File: src/hdl/dsp_slice_cfg.svh
// register offsets, field positions and reset values of the slice
`ifndef DSP_SLICE_CFG_SVH
`define DSP_SLICE_CFG_SVH

// byte offsets on the register bus
`define OFS_STAGE_SEL   5'h00
`define OFS_MODE        5'h04
`define OFS_IRQ_STATUS  5'h08
`define OFS_IRQ_MASK    5'h0C
`define OFS_ACC_LO      5'h10
`define OFS_ACC_HI      5'h14

// stage select field: six bits per stage, clock/enable/reset pairs
`define STAGE_FIELD_W   6
`define STAGE_SEL_W     18
`define STAGE_SEL_RST   18'h00000

// mode register bit positions
`define MODE_DYN_SIGN   0
`define MODE_SIGNED     1
`define MODE_DYN_SUB    2
`define MODE_SUB        3
`define MODE_W          4
`define MODE_RST        4'h0

// interrupt status bit positions
`define IRQ_OVERFLOW    0
`define IRQ_W           1
`define IRQ_RST         1'h0

`endif

File: src/hdl/dsp_slice_pkg.sv
// types shared by the slice control modules
package dsp_slice_pkg;
    typedef logic [1:0] sel_t;

    // candidate choice of one register stage
    typedef struct packed {
        sel_t rst_sel;
        sel_t ce_sel;
        sel_t clk_sel;
    } stage_sel_s;

    typedef enum {STG_INPUT, STG_PIPE, STG_OUTPUT} stage_e;
endpackage

File: src/hdl/stage_ctl_if.sv
// carrier between the slice and one stage selector
`timescale 1ns/1ps
`default_nettype none
interface stage_ctl_if;
    logic [3:0]                 clk_tick;  // rising edges of clock candidates
    logic [3:0]                 ce_in;     // enable candidates
    logic [3:0]                 rst_in;    // reset candidates
    dsp_slice_pkg::stage_sel_s  sel;       // chosen candidates
    logic                       step;      // stage loads this cycle
    logic                       clear;     // stage resets this cycle

    modport slice (output clk_tick, ce_in, rst_in, sel,
                   input step, clear);
    modport stage (input clk_tick, ce_in, rst_in, sel,
                   output step, clear);
endinterface
`default_nettype wire

File: src/hdl/stage_select.sv
// per-stage choice of clock, enable and reset among four candidates
`timescale 1ns/1ps
`default_nettype none
module stage_select (
    stage_ctl_if.stage ctl  // candidates in, stage strobes out
);
    // pick one of four candidates
    function automatic logic pick(input logic [3:0] v,
                                  input dsp_slice_pkg::sel_t s);
        return v[s];
    endfunction

    // stage advances on its clock edge when its enable is high
    assign ctl.step  = pick(ctl.clk_tick, ctl.sel.clk_sel)
                     & pick(ctl.ce_in, ctl.sel.ce_sel);      // RULE2 RULE3
    // reset acts synchronously on the stage's own clock edge
    assign ctl.clear = pick(ctl.clk_tick, ctl.sel.clk_sel)
                     & pick(ctl.rst_in, ctl.sel.rst_sel);    // RULE3
endmodule // stage_select
`default_nettype wire

File: src/hdl/dsp_slice_ctl.sv
// multiply/accumulate slice with stage control and overflow pulse
//
// What the document asks of the block and the fabric
// RULE1: the four clock, enable and reset candidates reach every stage.
// RULE2: each input, pipeline and output stage picks its own clock.
// RULE3: each stage picks its own enable and its own reset among four.
// RULE4: fabric zero-fills narrow unsigned operands up to native width.
// RULE5: fabric sign-extends narrow signed operands up to native width.
// RULE6: unsigned accumulation flags overflow when the sum wraps around.
// RULE7: signed accumulation flags overflow when like signs give unlike.
// RULE8: each overflow shows as a pulse of exactly one clock cycle.
// RULE9: fabric may count overflow pulses to build a wider accumulator.
// RULE10: the output stage always holds the running sum and the flag; the code holds the flag for one REF_CLK cycle only.
// RULE11: with dynamic sign set, signedness may change on any cycle.
// RULE12: with dynamic add/sub set, the operation may change any cycle.
// RULE13: both operands share one signedness and one width.
// RULE14: the overflow pulse comes from the output stage's own strobes.
//
// Added by the designer: the Avalon-MM register port and the placing of the registers.
`include "dsp_slice_cfg.svh"
`timescale 1ns/1ps
`default_nettype none
module dsp_slice_ctl #(
    parameter int OP_W  = 18,  // native operand width
    parameter int ACC_W = 52   // accumulator width
) (
    input  wire logic             REF_CLK,            // 200 MHz clock
    input  wire logic             RST,                // sync reset, high
    input  wire logic [4:0]       AVS_ADDRESS,        // byte address
    input  wire logic             AVS_READ,           // read request
    input  wire logic             AVS_WRITE,          // write request
    input  wire logic [31:0]      AVS_WRITEDATA,      // write data
    input  wire logic [3:0]       AVS_BYTEENABLE,     // byte lanes
    output logic      [31:0]      AVS_READDATA,       // read data
    output logic                  AVS_WAITREQUEST,    // stall master
    input  wire logic [3:0]       SLICE_CLOCK_CANDIDATES,  // fabric clocks
    input  wire logic [3:0]       SLICE_ENABLE_CANDIDATES, // fabric enables
    input  wire logic [3:0]       SLICE_RESET_CANDIDATES,  // fabric resets
    input  wire logic [OP_W-1:0]  OPERAND_A,          // multiplicand
    input  wire logic [OP_W-1:0]  OPERAND_B,          // multiplier
    input  wire logic             OPERAND_SIGNED,     // dynamic sign
    input  wire logic             ACC_SUBTRACT,       // dynamic add/sub
    output logic      [ACC_W-1:0] ACC_RESULT,         // running sum
    output logic                  OVERFLOW_PULSE,     // wrap pulse
    output logic                  IRQ                 // level interrupt
);
    localparam int BUN_W = 14 + 2 * OP_W;
    localparam int P_W   = 2 * OP_W;

    typedef struct packed {
        logic [BUN_W-1:0]                 sync1;
        logic [BUN_W-1:0]                 sync2;
        logic [3:0]                       clk_prev;
        logic [OP_W-1:0]                  a_q;
        logic [OP_W-1:0]                  b_q;
        logic                             in_signed;
        logic                             in_sub;
        logic [P_W-1:0]                   prod_q;
        logic                             pl_signed;
        logic                             pl_sub;
        logic [ACC_W-1:0]                 acc;
        logic                             ovf;
        logic [`IRQ_W-1:0]                irq_status;
        logic [`IRQ_W-1:0]                irq_mask;
        dsp_slice_pkg::stage_sel_s [2:0]  stage_sel;
        logic [`MODE_W-1:0]               mode;
        logic                             ack;
        logic [31:0]                      rdata;
    } state_s;

    state_s s_r;
    state_s s_nxt;

    stage_ctl_if sc_in ();
    stage_ctl_if sc_pl ();
    stage_ctl_if sc_out ();

    // byte-lane merge of a write into a register
    function automatic logic [31:0] wmerge(input logic [31:0] old,
                                           input logic [31:0] wd,
                                           input logic [3:0]  be);
        logic [31:0] r;
        r = old;
        for (int i = 0; i < 4; i++) begin
            if (be[i]) begin
                r[i*8 +: 8] = wd[i*8 +: 8];
            end
        end
        return r;
    endfunction

    // zero or sign extension of an operand to double width
    function automatic logic [P_W-1:0] ext(input logic [OP_W-1:0] v,
                                           input logic sgn);
        return {{OP_W{sgn & v[OP_W-1]}}, v};
    endfunction

    // product to sum width, sign kept when signed
    function automatic logic [ACC_W-1:0] widen(input logic [P_W-1:0] p,
                                               input logic sgn);
        if (sgn) begin
            return ACC_W'($signed(p));
        end
        return ACC_W'(p);
    endfunction

    // one accumulate step, carry or borrow in the top bit
    function automatic logic [ACC_W:0] step_sum(input logic [ACC_W-1:0] old,
                                                input logic [ACC_W-1:0] add,
                                                input logic             sub);
        if (sub) begin
            return {1'b0, old} - {1'b0, add};                 // RULE12
        end
        return {1'b0, old} + {1'b0, add};
    endfunction

    // overflow of one accumulate step
    function automatic logic ovf_of(input logic [ACC_W-1:0] old,
                                    input logic [ACC_W-1:0] add,
                                    input logic [ACC_W:0]   res,
                                    input logic             sgn,
                                    input logic             sub);
        logic like;
        logic flip;
        // like signs for an add, unlike signs for a subtract
        like = ((old[ACC_W-1] ^ add[ACC_W-1]) == sub);
        flip = (res[ACC_W-1] != old[ACC_W-1]);
        if (sgn) begin
            return like && flip;                              // RULE7
        end
        return res[ACC_W];                                    // RULE6
    endfunction

    // rising edges of the synchronised candidate clocks
    function automatic logic [3:0] rising(input logic [3:0] now,
                                          input logic [3:0] prev);
        return now & ~prev;
    endfunction

    // synchronised pin bundle, read only through the second stage
    logic [3:0]      clk_now;
    logic [3:0]      ce_now;
    logic [3:0]      rst_now;
    logic [OP_W-1:0] a_now;
    logic [OP_W-1:0] b_now;
    logic            sgn_now;
    logic            sub_now;
    assign {rst_now, ce_now, clk_now, sub_now, sgn_now, b_now, a_now}
        = s_r.sync2;

    // same candidates fan out to every stage selector
    assign sc_in.clk_tick  = rising(clk_now, s_r.clk_prev);  // RULE1
    assign sc_in.ce_in     = ce_now;
    assign sc_in.rst_in    = rst_now;
    assign sc_in.sel       = s_r.stage_sel[dsp_slice_pkg::STG_INPUT];
    assign sc_pl.clk_tick  = rising(clk_now, s_r.clk_prev);  // RULE1
    assign sc_pl.ce_in     = ce_now;
    assign sc_pl.rst_in    = rst_now;
    assign sc_pl.sel       = s_r.stage_sel[dsp_slice_pkg::STG_PIPE];
    assign sc_out.clk_tick = rising(clk_now, s_r.clk_prev);  // RULE1
    assign sc_out.ce_in    = ce_now;
    assign sc_out.rst_in   = rst_now;
    assign sc_out.sel      = s_r.stage_sel[dsp_slice_pkg::STG_OUTPUT];

    stage_select u_sel_in  (.ctl(sc_in));
    stage_select u_sel_pl  (.ctl(sc_pl));
    stage_select u_sel_out (.ctl(sc_out));

    // accumulator arithmetic on the pipeline stage contents
    logic [ACC_W-1:0] addend;
    logic [ACC_W:0]   sum;
    logic             ovf_now;
    always_comb begin
        addend  = widen(s_r.prod_q, s_r.pl_signed);
        sum     = step_sum(s_r.acc, addend, s_r.pl_sub);      // RULE12
        ovf_now = ovf_of(s_r.acc, addend, sum, s_r.pl_signed,
                         s_r.pl_sub);                         // RULE6 RULE7
    end

    // sum fitted to two bus words: zero-filled up to 64 bits, cut to 64 bits if wider

    logic [63:0] acc_view;
    assign acc_view = 64'(s_r.acc);

    // register read decode
    logic [31:0] rd_mux;
    always_comb begin
        case (AVS_ADDRESS)
            `OFS_STAGE_SEL:  rd_mux = {14'h0000, s_r.stage_sel};
            `OFS_MODE:       rd_mux = {28'h0000000, s_r.mode};
            `OFS_IRQ_STATUS: rd_mux = {31'h00000000, s_r.irq_status};
            `OFS_IRQ_MASK:   rd_mux = {31'h00000000, s_r.irq_mask};
            `OFS_ACC_LO:     rd_mux = acc_view[31:0];
            `OFS_ACC_HI:     rd_mux = acc_view[63:32];
            default:         rd_mux = 32'h00000000;
        endcase
    end

    // next state of the whole block
    logic        wr_go;
    logic [31:0] wm;
    always_comb begin
        s_nxt = s_r;
        wr_go = AVS_WRITE & s_r.ack;
        wm = 32'h00000000;
        // two-flop synchroniser for all fabric pins
        s_nxt.sync1 = {SLICE_RESET_CANDIDATES, SLICE_ENABLE_CANDIDATES,
                       SLICE_CLOCK_CANDIDATES, ACC_SUBTRACT,
                       OPERAND_SIGNED, OPERAND_B, OPERAND_A};
        s_nxt.sync2 = s_r.sync1;
        s_nxt.clk_prev = clk_now;

        // input stage
        if (sc_in.clear) begin
            s_nxt.a_q = '0;
            s_nxt.b_q = '0;
            s_nxt.in_signed = 1'b0;
            s_nxt.in_sub = 1'b0;
        end else if (sc_in.step) begin                        // RULE2
            s_nxt.a_q = a_now;
            s_nxt.b_q = b_now;
            s_nxt.in_signed = s_r.mode[`MODE_DYN_SIGN]
                            ? sgn_now : s_r.mode[`MODE_SIGNED]; // RULE11
            s_nxt.in_sub = s_r.mode[`MODE_DYN_SUB]
                         ? sub_now : s_r.mode[`MODE_SUB];       // RULE12
        end

        // pipeline stage: one signedness for both operands
        if (sc_pl.clear) begin
            s_nxt.prod_q = '0;
            s_nxt.pl_signed = 1'b0;
            s_nxt.pl_sub = 1'b0;
        end else if (sc_pl.step) begin
            s_nxt.prod_q = P_W'(ext(s_r.a_q, s_r.in_signed)
                              * ext(s_r.b_q, s_r.in_signed)); // RULE13
            s_nxt.pl_signed = s_r.in_signed;
            s_nxt.pl_sub = s_r.in_sub;
        end

        // output stage holds the sum; flag lasts a single cycle
        s_nxt.ovf = 1'b0;                                     // RULE8
        if (sc_out.clear) begin
            s_nxt.acc = '0;
        end else if (sc_out.step) begin
            s_nxt.acc = sum[ACC_W-1:0];                       // RULE10
            s_nxt.ovf = ovf_now;                              // RULE14
        end

        // bus slave: one wait cycle, then answer
        s_nxt.ack = (AVS_READ | AVS_WRITE) & ~s_r.ack;
        if (AVS_READ && !s_r.ack) begin
            s_nxt.rdata = rd_mux;
        end
        if (wr_go) begin
            case (AVS_ADDRESS)
                `OFS_STAGE_SEL: begin
                    wm = wmerge({14'h0000, s_r.stage_sel},
                                AVS_WRITEDATA, AVS_BYTEENABLE);
                    s_nxt.stage_sel = wm[`STAGE_SEL_W-1:0];
                end
                `OFS_MODE: begin
                    wm = wmerge({28'h0000000, s_r.mode},
                                AVS_WRITEDATA, AVS_BYTEENABLE);
                    s_nxt.mode = wm[`MODE_W-1:0];
                end
                `OFS_IRQ_STATUS: begin
                    wm = wmerge(32'h00000000, AVS_WRITEDATA,
                                AVS_BYTEENABLE);
                    s_nxt.irq_status = s_r.irq_status & ~wm[`IRQ_W-1:0];
                end
                `OFS_IRQ_MASK: begin
                    wm = wmerge({31'h00000000, s_r.irq_mask},
                                AVS_WRITEDATA, AVS_BYTEENABLE);
                    s_nxt.irq_mask = wm[`IRQ_W-1:0];
                end
                default: begin
                    wm = 32'h00000000;
                end
            endcase
        end
        // a new overflow wins over a clear in the same cycle
        if (s_r.ovf) begin
            s_nxt.irq_status[`IRQ_OVERFLOW] = 1'b1;
        end
    end

    // state register with synchronous reset
    always_ff @(posedge REF_CLK) begin
        if (RST) begin
            s_r <= '0;
            s_r.stage_sel <= `STAGE_SEL_RST;
            s_r.mode <= `MODE_RST;
            s_r.irq_status <= `IRQ_RST;
        end else begin
            s_r <= s_nxt;
        end
    end

    // outputs
    assign AVS_WAITREQUEST = (AVS_READ | AVS_WRITE) & ~s_r.ack;
    assign AVS_READDATA    = s_r.rdata;
    assign ACC_RESULT      = s_r.acc;
    assign OVERFLOW_PULSE  = s_r.ovf;                         // RULE8
    assign IRQ             = |(s_r.irq_status & s_r.irq_mask);
endmodule // dsp_slice_ctl
`default_nettype wire

File: config.mk
export PLATFORM = sky130hd
export DESIGN_NAME = dsp_slice_ctl
export DESIGN_NICKNAME = d
export VERILOG_FILES = /design/src/hdl/dsp_slice_pkg.sv /design/src/hdl/stage_ctl_if.sv /design/src/hdl/stage_select.sv /design/src/hdl/dsp_slice_ctl.sv
export VERILOG_INCLUDE_DIRS = /design/src /design/src/hdl
export SDC_FILE = /design/constraint.sdc
export NUM_CORES = 2
export LEC_CHECK = 0
export ABC_AREA = 1
export BUFFER_PORTS_ARGS = -buffer_cell sky130_fd_sc_hd__buf_2
export CELL_PAD_IN_SITES_DETAIL_PLACEMENT = 0
export CELL_PAD_IN_SITES_GLOBAL_PLACEMENT = 1
export CORE_MARGIN = 10
export CORE_UTILIZATION = 46
export CTS_CLUSTER_SIZE = 14
export DETAILED_ROUTE_END_ITERATION = 10
export PLACE_DENSITY_LB_ADDON = 0.25
export SLEW_MARGIN = 20
export SYNTH_ARGS = -nofsm -noshare
export SYNTH_HDL_FRONTEND = slang
export SYNTH_SLANG_ARGS = --single-unit
File: constraint.sdc
create_clock -name REF_CLK -period 7 [get_ports REF_CLK]
set_clock_uncertainty 0.15 [all_clocks]
set_input_delay 1.05 -clock REF_CLK [delete_from_list [all_inputs] [get_ports REF_CLK]]
set_output_delay 1.05 -clock REF_CLK [all_outputs]
set_load 0.01 [all_outputs]
==> impl_metrics.json <==
{
  "tightest_slew_ps": 1090,
  "maxSlewHeadroom_pct": 26.6,
  "dr.max_layer_used": "met5",
  "dr_wl_met3_um": 8170,
  "critical_path_class": "register to register",
  "route.vias.total": 25300,
  "vias_per_cell": 4.98,
  "fin_setup_tns_ps": 0,
  "wl_met2_um": 39900,
  "final_util_pct": 50.2,
  "critPathLaunchType": "register",
  "p_per_area_nw_per_um2": 146,
  "synth-seq-cells": 290,
  "grt_pass1_vias": 24400,
  "final_area_um2": 32200,
  "initial_core_util_pct": 46.3,
  "dieArea_um2": 75200,
  "drc": 0,
  "yosysTopAreaCell": "fa_1",
  "postCtsHoldBufs": 0,
  "setup_viol": 0,
  "wl_met1_um": 44200,
  "clk_latency_ps": 580,
  "grt-ovfl-total": 0,
  "synth_cells": 4147,
  "wl_per_cell_um": 18.5,
  "drv_slew": 0,
  "regArea_um2": 5810,
  "die_h_um": 274,
  "io_pins": 182,
  "leakage_uw": 0.0177,
  "drive_above_1_share_pct": 8.71,
  "ys_seq_area_share_pct": 19.5,
  "antenna_found_initial": 5,
  "critPathArrivalTime_ps": 7120,
  "required_ps": 7350,
  "ir_drop_mv": 0.153,
  "worst_slack_ps": 227,
  "grt_max_degree": 58,
  "cts.path.max_buffers": 3,
  "areaGrowthSynthToFinish_pct": 8.46,
  "holdCritPathClass": "register to register",
  "whs_ps": 246,
  "synth_area_leaders": "fa_1 24%, dfxtp_1 20%, inv_1 12%",
  "dp_hpwl_um": 77800,
  "cts_buffers": 37,
  "drv_cap": 0,
  "numClockSinks": 290,
  "syn_nets": 4759,
  "synth.distinct_cells": 54,
  "placed_cell_area_um2": 31000,
  "cts_max_level": 2,
  "layout.filler_cells": 6609,
  "worstPathMaxFanout": 7,
  "ys_warn_count": 0,
  "ant_nets": 0,
  "preCtsSetupSlack_ps": 343,
  "wirelength_um": 94100,
  "period_share_pct": 96.8,
  "place_congestion": 0.949,
  "drt_iter0_markers": 1921,
  "outcome": "finished, final reports clean",
  "dr.pass1.iters": 5,
  "row_count": 93,
  "grt_first_pass_wirelength_um": 145000,
  "grt.total_usage_pct": 25.1,
  "core_area_um2": 64200,
  "multi_input_area_um2": 19000,
  "hold_viol": 0,
  "fin_crit_ps": 6770,
  "clk_pin_slew_ps": 70,
  "root_buffer": "clkbuf_16",
  "cts_tree": "built",
  "die_w_um": 274,
  "fin_nets": 4810,
  "rsz0062_at_grt": "yes",
  "yosys.area.top_type_share_pct": 24.0,
  "syn_avg_cell_area_um2": 7.17,
  "worstSetupEndpointType": "register",
  "syn_area_um2": 29700,
  "max_clock_freq_mhz": 148,
  "io_buffer_count": 166
}
[per-stage QoR]
stage	cells	total power (µW)
after CTS	5078	4740
after global placement	5014	2760
final	5079	4700
after detailed placement	5014	2750
after floorplan	4147	2450
after global routing	5078	4940
[kinds of logic (layout without fill, tap and decap cells)]
logic type | count (synthesis) | after routing | synth area share, %
AND/OR/NAND/NOR | 1477 | 1477 | 20.3
buffers and inverters | 1227 | 1303 | 16.6
AO/OA/AOI/OAI | 561 | 561 | 10.6
adder cells (fa/ha/maj) | 517 | 517 | 30.8
flip-flops | 290 | 290 | 19.5
XOR/XNOR | 75 | 75 | 2.21
other | 0 | 1 | 0
[sequential cells by signal (all words and copies together), names as in the netlist]
name,flops
ce_now,4
b_now,18
rst_now,4
clk_now,4
s_r,107
OVERFLOW_PULSE,1
AVS_READDATA,32
s_nxt,50
a_now,18
ACC_RESULT,52
[metal layers]
| layer | GRT usage [%] | vias to the layer above |
|---|---|---|
| met5 | 0 | - |
| met4 | 4.68 | 6 |
| met3 | 6.72 | 106 |
| met2 | 37.5 | 741 |
| met1 | 36.2 | 12000 |
| li1 | - | 12500 |
[worst paths after layout]
path	startpoint	end	slack [ps]	cells past startpoint
setup / recovery	s_r[185]	s_r[137]	230	23
hold / removal	s_nxt[190]	a_now[0]	250	2
setup reg to reg	s_r[185]	s_r[137]	230	23
hold reg to reg	s_nxt[190]	a_now[0]	250	2
[cells in the mapped netlist (all sizes together)]
master,number
dfxtp,290
o21bai,24
a32oi,1
nor2,347
nand3,135
o21a,21
nand4,37
nor4,6
a211oi,2
o21ai,195
o2111ai,1
a21o,9
o22ai,6
nand2,912
nand3b,2
ha,161
buf,121
inv,997
o211ai,27
xor2,49
clkbuf,105
clkinv,4
xnor2,26
a31o,4
nor3,27
and3,3
a21boi,5
a21oi,245
a31oi,14
or2,7
nand2b,1
fa,356
o221ai,7
[cell usage in the layout (no fill, tap or decap), types with 9 or more instances in the layout]
| cell | netlist | layout |
|---|---|---|
| inv_1 | 989 | 987 |
| nand2_1 | 900 | 900 |
| fa_1 | 356 | 355 |
| nor2_1 | 336 | 334 |
| dfxtp_1 | 290 | 290 |
| a21oi_1 | 242 | 242 |
| o21ai_0 | 179 | 178 |
| buf_2 | 18 | 165 |
| ha_1 | 161 | 161 |
| nand3_1 | 129 | 128 |
| buf_4 | 85 | 73 |
| xor2_1 | 49 | 49 |
| clkbuf_16 | 0 | 37 |
| nand4_1 | 36 | 36 |
| xnor2_1 | 26 | 26 |
| o211ai_1 | 26 | 26 |
| nor3_1 | 24 | 24 |
| o21bai_1 | 23 | 23 |
| o21a_1 | 21 | 21 |
| a31oi_1 | 14 | 13 |
| o21ai_1 | 12 | 13 |
| nor2_2 | 10 | 12 |
| nand2_2 | 12 | 12 |
| inv_2 | 8 | 10 |
| a21o_1 | 9 | 9 |
[report_power, final]
group          total (µW)  internal [µW]  switching [µW]  leakage (µW)
sequential           1720           1690            30.3       0.00236
clock                1960           1140             825      0.000602
combinational        1020            302             713        0.0148
[worst max-delay path, cell delays in order, from the launching register on]
cell      delay, ps
dfxtp_1         440
nand2_1         270
inv_1           230
nand2_1         140
fa_1            670
inv_1           150
fa_1            500
inv_1            50
fa_1            490
inv_1            50
fa_1            490
fa_1            570
fa_1            410
ha_1            290
ha_1            420
nand2_1         130
nor2_1          120
inv_1            70
nor2_1          300
nand4_1         220
a31o_2          290
nand3_1          80
o211ai_1         90
inv_1            60
[final cells by class]
cell class	count	share of cell area, %
clock inverters	20	0.730
clock buffers	44	3.08
flip-flops and latches	290	18.0
well taps	855	3.32
repair buffers	238	4.26
multi-input cells	2630	58.9
diodes	1	0.00776
inverters	1001	11.7
[timing repair]
action / in CTS / in global routing
gates resized for setup: 0 / 5
endpoints found under the setup margin: 0 / 7
buffers inserted: 0 / 0
Power figures use the tool's default switching activity.
